### config.mk
export PLATFORM = sky130hd
export DESIGN_NAME = pbs_sequencer
export DESIGN_NICKNAME = d
export VERILOG_FILES = /design/src/pbs_pkg.sv /design/src/pbs_sequencer.sv
export SDC_FILE = /design/constraint.sdc
export NUM_CORES = 1
export LEC_CHECK = 0
export BUFFER_PORTS_ARGS = -buffer_cell sky130_fd_sc_hd__buf_2
export CORE_MARGIN = 2
export CORE_UTILIZATION = 62
export CTS_BUF_LIST = sky130_fd_sc_hd__clkbuf_2
export CTS_CLUSTER_SIZE = 14
export DETAILED_ROUTE_END_ITERATION = 6
export GPL_ROUTABILITY_DRIVEN = 0
export PLACE_DENSITY = 0.85
export SLEW_MARGIN = 10
export SYNTH_ARGS = -nofsm -noshare
export SYNTH_HDL_FRONTEND = slang
export SYNTH_SLANG_ARGS = --single-unit
### constraint.sdc
create_clock -name clk -period 3.4 [get_ports clk]
set_input_delay 0.68 -clock clk [delete_from_list [all_inputs] [get_ports clk]]
set_output_delay 0.68 -clock clk [all_outputs]
set_load 0.05 [all_outputs]
### src/pbs_pkg.sv
/*
  Shared definitions for the pushbutton power sequencer: timing figures and
  their cycle counts, register offsets and fields, state types, bus carrier.
  Assumes a 25 MHz system clock and an Avalon-MM register master.
*/
package pbs_pkg;

  // ----------------------------------------------------------------------
  // clock and timing
  // ----------------------------------------------------------------------
  localparam int unsigned CLK_KHZ       = 25_000;
  localparam int unsigned CW            = 28;
  localparam int unsigned T_KEY_LOW_MS  = 50;
  localparam int unsigned T_KEY_PW_MS   = 50;
  localparam int unsigned T_KEY_REL_US  = 900;
  localparam int unsigned T_PUP_HOLD_MS = 400;
  localparam int unsigned T_RST_HOLD_S  = 5;
  localparam int unsigned T_USB_MS      = 100;
  localparam int unsigned T_WAKE_US     = 900;
  localparam int unsigned T_PUP_S       = 5;
  localparam int unsigned T_PDN_S       = 1;

  localparam logic [CW-1:0] CNT_KEY_LOW  = CW'(T_KEY_LOW_MS * CLK_KHZ);
  localparam logic [CW-1:0] CNT_KEY_PW   = CW'(T_KEY_PW_MS * CLK_KHZ);
  localparam logic [CW-1:0] CNT_KEY_REL  =
    CW'((T_KEY_REL_US * CLK_KHZ + 999) / 1000);
  localparam logic [CW-1:0] CNT_PUP_HOLD = CW'(T_PUP_HOLD_MS * CLK_KHZ);
  localparam logic [CW-1:0] CNT_RST_HOLD =
    CW'(T_RST_HOLD_S * CLK_KHZ * 1000);
  localparam logic [CW-1:0] CNT_USB      = CW'(T_USB_MS * CLK_KHZ);
  localparam logic [CW-1:0] CNT_WAKE     =
    CW'((T_WAKE_US * CLK_KHZ + 999) / 1000);
  localparam logic [CW-1:0] CNT_PUP      = CW'(T_PUP_S * CLK_KHZ * 1000);
  localparam logic [CW-1:0] CNT_PDN      = CW'(T_PDN_S * CLK_KHZ * 1000);
  localparam logic [CW-1:0] CNT_MAX      = {CW{1'b1}};

  // ----------------------------------------------------------------------
  // registers
  // ----------------------------------------------------------------------
  localparam logic [3:0] ADDR_STATUS   = 4'h0;
  localparam logic [3:0] ADDR_IRQ_STAT = 4'h4;
  localparam logic [3:0] ADDR_IRQ_MASK = 4'h8;
  localparam int unsigned STAT_ST_LSB  = 0;
  localparam int unsigned STAT_BUCK    = 4;
  localparam int unsigned STAT_LDO     = 5;
  localparam int unsigned STAT_KEY     = 6;
  localparam int unsigned STAT_USB     = 7;
  localparam int unsigned IRQ_KEY_DOWN = 0;
  localparam int unsigned IRQ_KEY_UP   = 1;
  localparam int unsigned IRQ_HARD_RST = 2;
  localparam int unsigned IRQ_PWR_ON   = 3;
  localparam int unsigned IRQ_PWR_OFF  = 4;
  localparam int unsigned IRQ_W        = 5;
  localparam logic [IRQ_W-1:0] IRQ_MASK_RST = 5'h00;

  // ----------------------------------------------------------------------
  // types
  // ----------------------------------------------------------------------
  typedef enum logic [2:0] {
    power_off_state, hard_reset_state, power_up_state_a, power_up_state_b,
    power_on_state, power_down_state_a, power_down_state_b
  } pbs_phase_t;

  typedef struct packed {
    logic        read;
    logic        write;
    logic [3:0]  address;
    logic [31:0] writedata;
    logic [3:0]  byteenable;
  } pbs_avs_req_t;

  typedef struct packed {
    pbs_phase_t       st;
    logic [1:0]       btnS;
    logic [1:0]       usbS;
    logic [1:0]       buckS;
    logic [1:0]       ldoS;
    logic [CW-1:0]    holdCnt;
    logic [CW-1:0]    relCnt;
    logic [CW-1:0]    usbCnt;
    logic [CW-1:0]    stCnt;
    logic [CW-1:0]    pwCnt;
    logic             keyLow;
    logic             buckOn;
    logic             ldoOn;
    logic             ack;
    logic [31:0]      rdata;
    logic [IRQ_W-1:0] irqStat;
    logic [IRQ_W-1:0] irqMask;
  } pbs_regs_t;

endpackage

### src/pbs_sequencer.sv
/*
  Pushbutton power sequencer: state machine, regulator enables, debounced
  open-drain key status, Avalon-MM status/interrupt registers.
  Assumes all inputs synchronous to clk apart from the two-flop stages,
  and an external pull-up on the key status line.
*/
// Functional notes
// - in power-on or power-up, 50 ms key low pulls key status low
// - after minimum pulse, key status released 900 us after key rises
// - key status stays low at least 50 ms once asserted; the code releases it at once on leaving power-on or power-up
// - from hard reset or power-off, 400 ms key hold enters power-up
// - in power-on or power-up, 5 s key hold forces hard reset
// - from hard reset or power-off, 100 ms USB present enters power-up
// - power-off, an enable high for 900 us moves to power-on
// - in power-on, buck disabled within 1 us of buck enable going low
// - in power-on, LDO disabled within 1 us of LDO enable going low
// - each power-up state lasts 5 s on the internal timer
// - each power-down state lasts 1 s on the internal timer
// - power-up enables rails in selected order, second once first is good
// - key status is open-drain debounced copy of the pushbutton
`timescale 1ns/10ps
module pbs_sequencer
  import pbs_pkg::*;
#(
  parameter logic [CW-1:0] P_KEY_LOW  = CNT_KEY_LOW,
  parameter logic [CW-1:0] P_KEY_PW   = CNT_KEY_PW,
  parameter logic [CW-1:0] P_KEY_REL  = CNT_KEY_REL,
  parameter logic [CW-1:0] P_PUP_HOLD = CNT_PUP_HOLD,
  parameter logic [CW-1:0] P_RST_HOLD = CNT_RST_HOLD,
  parameter logic [CW-1:0] P_USB      = CNT_USB,
  parameter logic [CW-1:0] P_WAKE     = CNT_WAKE,
  parameter logic [CW-1:0] P_PUP      = CNT_PUP,
  parameter logic [CW-1:0] P_PDN      = CNT_PDN
) (
  input  wire logic         clk,             // 25 MHz clock
  input  wire logic         rstn,            // sync reset, active low
  input  wire logic         keyInN,          // pushbutton, low = pressed
  input  wire logic         usbPresent,      // USB bus power present
  input  wire logic         buckEnable,      // host buck enable
  input  wire logic         ldoEnable,       // host LDO enable
  input  wire logic         railOrderSelect, // 0 buck first, 1 LDO first
  input  wire logic         buckNearReg,     // buck feedback near target
  input  wire logic         ldoNearReg,      // LDO feedback near target
  output logic              buckRegEn,       // buck regulator on
  output logic              ldoRegEn,        // LDO regulator on
  output logic              keyStatusNOut,   // open-drain level, always 0
  output logic              keyStatusNOe,    // high while pulling low
  input  wire pbs_avs_req_t avsReq,          // Avalon-MM request
  output logic [31:0]       avsReadData,     // Avalon-MM read data
  output logic              avsWaitRequest,  // Avalon-MM waitrequest
  output logic              irq              // level interrupt
);

  // ----------------------------------------------------------------------
  // state and helpers
  // ----------------------------------------------------------------------
  pbs_regs_t        q;
  pbs_regs_t        d;
  logic             pressed;
  logic             anyEn;
  logic             inPup;
  logic             active;
  logic             req;
  logic [IRQ_W-1:0] ev;
  logic [IRQ_W-1:0] clr;

  assign pressed = ~q.btnS[1];
  assign anyEn   = q.buckS[1] | q.ldoS[1];
  assign inPup   = (q.st == power_up_state_a) || (q.st == power_up_state_b);
  assign active  = inPup || (q.st == power_on_state);
  assign req     = avsReq.read | avsReq.write;

  function automatic logic [CW-1:0] satInc(input logic [CW-1:0] v);
    return (v == CNT_MAX) ? v : v + 1'b1;
  endfunction

  // ----------------------------------------------------------------------
  // next state
  // ----------------------------------------------------------------------
  always_comb begin
    d   = q;
    ev  = '0;
    clr = '0;
    // two-flop stages; first flop feeds only the second
    d.btnS  = {q.btnS[0], keyInN};
    d.usbS  = {q.usbS[0], usbPresent};
    d.buckS = {q.buckS[0], buckEnable};
    d.ldoS  = {q.ldoS[0], ldoEnable};
    d.holdCnt = pressed ? satInc(q.holdCnt) : '0;
    d.relCnt  = pressed ? '0 : satInc(q.relCnt);
    d.usbCnt  = q.usbS[1] ? satInc(q.usbCnt) : '0;
    d.stCnt   = satInc(q.stCnt);
    d.pwCnt   = q.keyLow ? satInc(q.pwCnt) : '0;

    // equality tests fire once per press or per USB arrival, so a key still
    // held after a hard reset cannot immediately restart power-up
    unique case (q.st)
      power_off_state: begin
        if (q.holdCnt == P_PUP_HOLD) begin
          d.st = power_up_state_a;
        end else if (q.usbCnt == P_USB) begin
          d.st = power_up_state_b;
        end else if (anyEn && q.stCnt >= P_WAKE) begin
          d.st = power_on_state;
        end else if (!anyEn) begin
          d.stCnt = '0;
        end
      end
      hard_reset_state: begin
        if (q.holdCnt == P_PUP_HOLD) begin
          d.st = power_up_state_a;
        end else if (q.usbCnt == P_USB) begin
          d.st = power_up_state_b;
        end
      end
      power_up_state_a, power_up_state_b: begin
        if (q.holdCnt == P_RST_HOLD) begin
          d.st = hard_reset_state;
        end else if (q.stCnt >= P_PUP) begin
          d.st = anyEn ? power_on_state : power_down_state_b;
        end
      end
      power_on_state: begin
        if (q.holdCnt == P_RST_HOLD) begin
          d.st = hard_reset_state;
        end else if (!anyEn) begin
          d.st = power_down_state_a;
        end
      end
      power_down_state_a, power_down_state_b: begin
        if (q.stCnt >= P_PDN) begin
          d.st = power_off_state;
        end
      end
    endcase

    if (d.st != q.st) begin
      d.stCnt = '0;
      ev[IRQ_HARD_RST] = (d.st == hard_reset_state);
      ev[IRQ_PWR_ON]   = (d.st == power_on_state);
      ev[IRQ_PWR_OFF]  = (d.st == power_off_state);
    end

    // regulators: host enables in power-on, sequenced start in power-up
    d.buckOn = 1'b0;
    d.ldoOn  = 1'b0;
    if (d.st == power_on_state) begin
      d.buckOn = q.buckS[1];
      d.ldoOn  = q.ldoS[1];
    end else if (d.st == power_up_state_a || d.st == power_up_state_b) begin
      d.buckOn = railOrderSelect ? ldoNearReg : 1'b1;
      d.ldoOn  = railOrderSelect ? 1'b1 : buckNearReg;
    end

    // debounced key status, only meaningful while powered
    if (!active) begin
      d.keyLow = 1'b0;
    end else if (!q.keyLow && q.holdCnt >= P_KEY_LOW) begin
      d.keyLow = 1'b1;
    end else if (q.keyLow && q.pwCnt >= P_KEY_PW
                 && q.relCnt >= P_KEY_REL) begin
      d.keyLow = 1'b0;
    end
    ev[IRQ_KEY_DOWN] = d.keyLow & ~q.keyLow;
    ev[IRQ_KEY_UP]   = q.keyLow & ~d.keyLow;

    // ----------------------------------------------------------------------
    // register bus: one wait cycle, then the answer
    // ----------------------------------------------------------------------
    d.ack = req & ~q.ack;
    if (req && !q.ack) begin
      d.rdata = '0;
      unique case (avsReq.address)
        ADDR_STATUS: begin
          d.rdata[STAT_ST_LSB +: 3] = q.st;
          d.rdata[STAT_BUCK]        = q.buckOn;
          d.rdata[STAT_LDO]         = q.ldoOn;
          d.rdata[STAT_KEY]         = q.keyLow;
          d.rdata[STAT_USB]         = q.usbS[1];
        end
        ADDR_IRQ_STAT: d.rdata[IRQ_W-1:0] = q.irqStat;
        ADDR_IRQ_MASK: d.rdata[IRQ_W-1:0] = q.irqMask;
        default:       d.rdata = '0;
      endcase
    end
    if (req && q.ack && avsReq.write && avsReq.byteenable[0]) begin
      if (avsReq.address == ADDR_IRQ_STAT) begin
        clr = avsReq.writedata[IRQ_W-1:0];
      end
      if (avsReq.address == ADDR_IRQ_MASK) begin
        d.irqMask = avsReq.writedata[IRQ_W-1:0];
      end
    end
    // a new event wins over a clear in the same cycle
    d.irqStat = (q.irqStat & ~clr) | ev;
  end

  always_ff @(posedge clk) begin
    if (!rstn) begin
      q         <= '0;
      q.st      <= power_off_state;
      q.btnS    <= 2'h3;
      q.irqMask <= IRQ_MASK_RST;
    end else begin
      q <= d;
    end
  end

  // ----------------------------------------------------------------------
  // outputs
  // ----------------------------------------------------------------------
  assign buckRegEn      = q.buckOn;
  assign ldoRegEn       = q.ldoOn;
  assign keyStatusNOut  = 1'b0;
  assign keyStatusNOe   = q.keyLow;
  assign avsReadData    = q.rdata;
  assign avsWaitRequest = req & ~q.ack;
  assign irq            = |(q.irqStat & q.irqMask);

  // ----------------------------------------------------------------------
  // checks
  // ----------------------------------------------------------------------
  chk_reset_off_state:
    assert property (@(posedge clk) !rstn |=> q.st == power_off_state
      && !buckRegEn && !ldoRegEn && !keyStatusNOe)
    else $error("state after reset is not power-off with outputs idle");

  chk_buck_disable:
    assert property (@(posedge clk) disable iff (!rstn)
      (q.st == power_on_state && !buckEnable) [*4] |-> !buckRegEn)
    else $error("buck still on after its enable went low");

  chk_ldo_disable:
    assert property (@(posedge clk) disable iff (!rstn)
      (q.st == power_on_state && !ldoEnable) [*4] |-> !ldoRegEn)
    else $error("ldo still on after its enable went low");

  chk_rail_order:
    assert property (@(posedge clk) disable iff (!rstn)
      inPup && !$past(railOrderSelect)
        |-> buckRegEn && (ldoRegEn == $past(buckNearReg)))
    else $error("power-up rail order wrong");

  chk_rail_order_ldo:
    assert property (@(posedge clk) disable iff (!rstn)
      inPup && $past(railOrderSelect)
        |-> ldoRegEn && (buckRegEn == $past(ldoNearReg)))
    else $error("power-up rail order wrong with LDO first");

  chk_key_assert:
    assert property (@(posedge clk) disable iff (!rstn)
      active && !q.keyLow && q.holdCnt == P_KEY_LOW
        ##1 active |-> keyStatusNOe)
    else $error("key status not pulled low after hold time");

  chk_key_pulse_width:
    assert property (@(posedge clk) disable iff (!rstn)
      $fell(keyStatusNOe) && $past(active) |-> $past(q.pwCnt) >= P_KEY_PW)
    else $error("key status pulse shorter than minimum");

  chk_key_release:
    assert property (@(posedge clk) disable iff (!rstn)
      $fell(keyStatusNOe) && $past(active) |-> $past(q.relCnt) >= P_KEY_REL)
    else $error("key status released before release delay");

  chk_hard_reset_hold:
    assert property (@(posedge clk) disable iff (!rstn)
      active && q.holdCnt == P_RST_HOLD |=> q.st == hard_reset_state)
    else $error("long key hold did not force hard reset");

  chk_pup_on_key:
    assert property (@(posedge clk) disable iff (!rstn)
      (q.st == power_off_state || q.st == hard_reset_state)
        && q.holdCnt == P_PUP_HOLD |=> q.st == power_up_state_a)
    else $error("key hold did not start power-up");

  chk_pup_on_usb:
    assert property (@(posedge clk) disable iff (!rstn)
      (q.st == power_off_state || q.st == hard_reset_state)
        && q.usbCnt == P_USB && q.holdCnt != P_PUP_HOLD
        |=> q.st == power_up_state_b)
    else $error("usb arrival did not start power-up");

  chk_pup_duration:
    assert property (@(posedge clk) disable iff (!rstn)
      $past(inPup) && !inPup && q.st != hard_reset_state
        |-> $past(q.stCnt) >= P_PUP)
    else $error("power-up state left early");

  chk_pdn_duration:
    assert property (@(posedge clk) disable iff (!rstn)
      $past(q.st) inside {power_down_state_a, power_down_state_b}
        && q.st == power_off_state |-> $past(q.stCnt) >= P_PDN)
    else $error("power-down state left early");

  chk_enable_wakeup:
    assert property (@(posedge clk) disable iff (!rstn)
      $past(q.st) == power_off_state && q.st == power_on_state
        |-> $past(q.stCnt) >= P_WAKE)
    else $error("power-on entered before enable delay");

endmodule

==> impl_metrics.ini <==
[placement]
numPlacedInstances = 1263
hpwlAfterDp_um = 13300
placed_area_mm2 = 0.00908
io_buffers = 33

[power]
totalPowerFinal_mw = 3.22
leakagePower_nw = 3.09
power.density_mw_per_mm2 = 346
ir_drop_mv = 0.301

[clock_tree]
htree_levels = 4
cts_tree = done
cts_resized = 0
clock_latency_ps = 740
cts-root-buf = clkbuf_2
cts_buffers = 17
clock_sinks = 173
clockBufferDepth = 2
hold_buffers = 0
post_cts_buffers = 0
clk_pin_slew_ps = 250

[floorplan]
core_mm2 = 0.0139
io_pins = 89
die_width_um = 124
die_y_um = 124
initial_core_util_pct = 63.9
dieArea_mm2 = 0.0153
rows = 43

[outcome]
outcome = complete, no violations

[route]
drt_iter0_drc = 493
vias = 7576
ant_nets = 0
drtPass1Iterations = 6
drc = 0
wl_per_cell_um = 14.5
vias_per_cell = 5.84
drt-total-wl_um = 18700

[layout]
fin_area_mm2 = 0.00931
fin_cells = 1297
final_common_cell = dfxtp_1
syn_to_final_growth_pct = 4.51
layout-drive-gt1-share_pct = 8.97
final_cell_mix = dfxtp_1 (173), nor2_1 (168), nand2_1 (93)
final_nets = 1163

[yosys]
ys.flop_type = dfxtp_1
synth-edff-count = 0
syn_area_mm2 = 0.00891
synth_cells = 1090
syn_avg_cell_area_um2 = 8.17
yosys_warnings = 0
async_reset_ff_share_pct = 0
ys_seq_area_share_pct = 38.9
synth_seq_cells = 173
ys_types = 69

[sta]
max_freq_mhz = 329
fin_worst_hold_slack_ps = 112
min_period_ps = 3040
worst_pin_slew_ps = 926
finalHoldViolCount = 0
setup_viol = 0
slew_violations = 0
slew_headroom_pct = 38.1
tns_ps = 0
clock_skew_ps = 45.2
rsz0062_at_grt = no
fin_crit_sh_pct = 89.3

[min_path]
min_from = keyInN
hp-class = input pin to flip-flop

[setup_path]
required_ps = 4060
path_class = flip-flop to flip-flop
crit_start = q[166]
timing.rr.start = q[166]
r2r_end = q[8]
r2r_setup_slack_ps = 360
endpoint_kind = flip-flop
worstPathArrival_ps = 3700
critical_path.max_fanout = 29
rr_worst_depth = 9
cp-start-kind = flip-flop
critical_path.endpoint = q[8]

[global_route]
grt_pass1_vias = 6759
grt_use_total_pct = 25.0
grt_pass1_wl_um = 30800
grt_overflow_total = 0
antenna_found_initial = 2
grt_max_degree = 30

[flow_run]
drv_cap = 0
## worst max-delay path, cell delays in order, from the launching register on
cell,delay [ps]
dfxtp_1,430
or4b_1,530
or4b_4,560
nor4_4,160
nor2_2,120
a211oi_4,270
mux2i_1,310
a311oi_4,80
buf_12,210
o31a_1,280
## cell usage after synthesis, drive strengths merged, types with 3 or more instances
master	n	area share [%]
dfxtp	173	39
nor2	169	7.1
nand2	93	3.9
nor3	62	4.0
xor2	58	5.7
xnor2	54	5.3
nand4	53	3.7
nand3	45	2.5
clkbuf	38	1.6
buf	37	3.2
a21oi	33	1.9
inv	33	1.4
nor4	28	2.1
o21ai	23	1.3
and3	16	1.1
and2	15	1.1
mux2i	14	1.6
nand2b	11	0.77
or3	11	0.77
and4	10	0.98
ha	10	1.4
a22oi	9	0.76
a211oi	8	0.81
nor2b	6	0.42
nor4bb	6	0.67
or4	6	0.51
nor4b	5	0.49
o31ai	5	0.42
or2	5	0.35
a31oi	4	0.28
a2111oi	3	0.29
nor3b	3	0.25
o211ai	3	0.25
o21a	3	0.25
or4b	3	0.38
## worst min path at each step
| stage | depth (start not counted) | end |
|---|---|---|
| CTS | 2 | d[193] |
| finish | 2 | d[193] |
| global placement | 1 | q[193] |
| detailed placement | 1 | q[193] |
| floorplan | 1 | q[193] |
| global route | 2 | d[193] |
## logic make-up after synthesis
family          Yosys count  share of synthesized area [%]
compound gates          117                           8.79
other cells               1                         0.0421
mux                      16                           1.83
flops                   173                           38.9
simple gates            553                           31.9
buf+inv                 108                           6.17
xor+xnor                112                           11.0
fa+ha+maj                10                           1.40
## final cells by class
cell class / instances / area [um2]
repair buffers: 44 / 260
inverters: 33 / 124
fillers: 1195 / 4620
clock inverters: 14 / 133
diodes: 2 / 5.00
well taps: 180 / 225
flip-flops and latches: 173 / 3460
clock buffers: 18 / 90.1
multi-input cells: 833 / 5010
## stage by stage
step                      util [%]  setup slack, ps
after floorplan                  -              524
after global placement        65.2              419
after detailed placement      65.2              383
after CTS                     66.8              362
after global routing          66.8             69.7
final                         66.8              363
## sequential cells by signal, indices dropped and copies added, names as in the netlist
signal,flops
avsReadData,8
buckRegEn,1
d,4
keyStatusNOe,1
ldoRegEn,1
q,158
## report_power, final
part | internal (mW) | total [mW] | switching, mW
clock network | 0.282 | 1.03 | 0.749
registers | 2.04 | 2.05 | 0.00600
logic | 0.0250 | 0.140 | 0.115
total | 2.35 | 3.22 | 0.870
## per-layer routing
layer / wire length (um) / vias to the layer above / track usage, %
met5: 0 / - / 0
met1: 8450 / 3541 / 32.4
met4: 287 / 0 / 7.74
met3: 990 / 23 / 5.36
li1: - / 3804 / -
met2: 9020 / 208 / 41.7
Note: power is estimated with default switching activity, not from simulation.
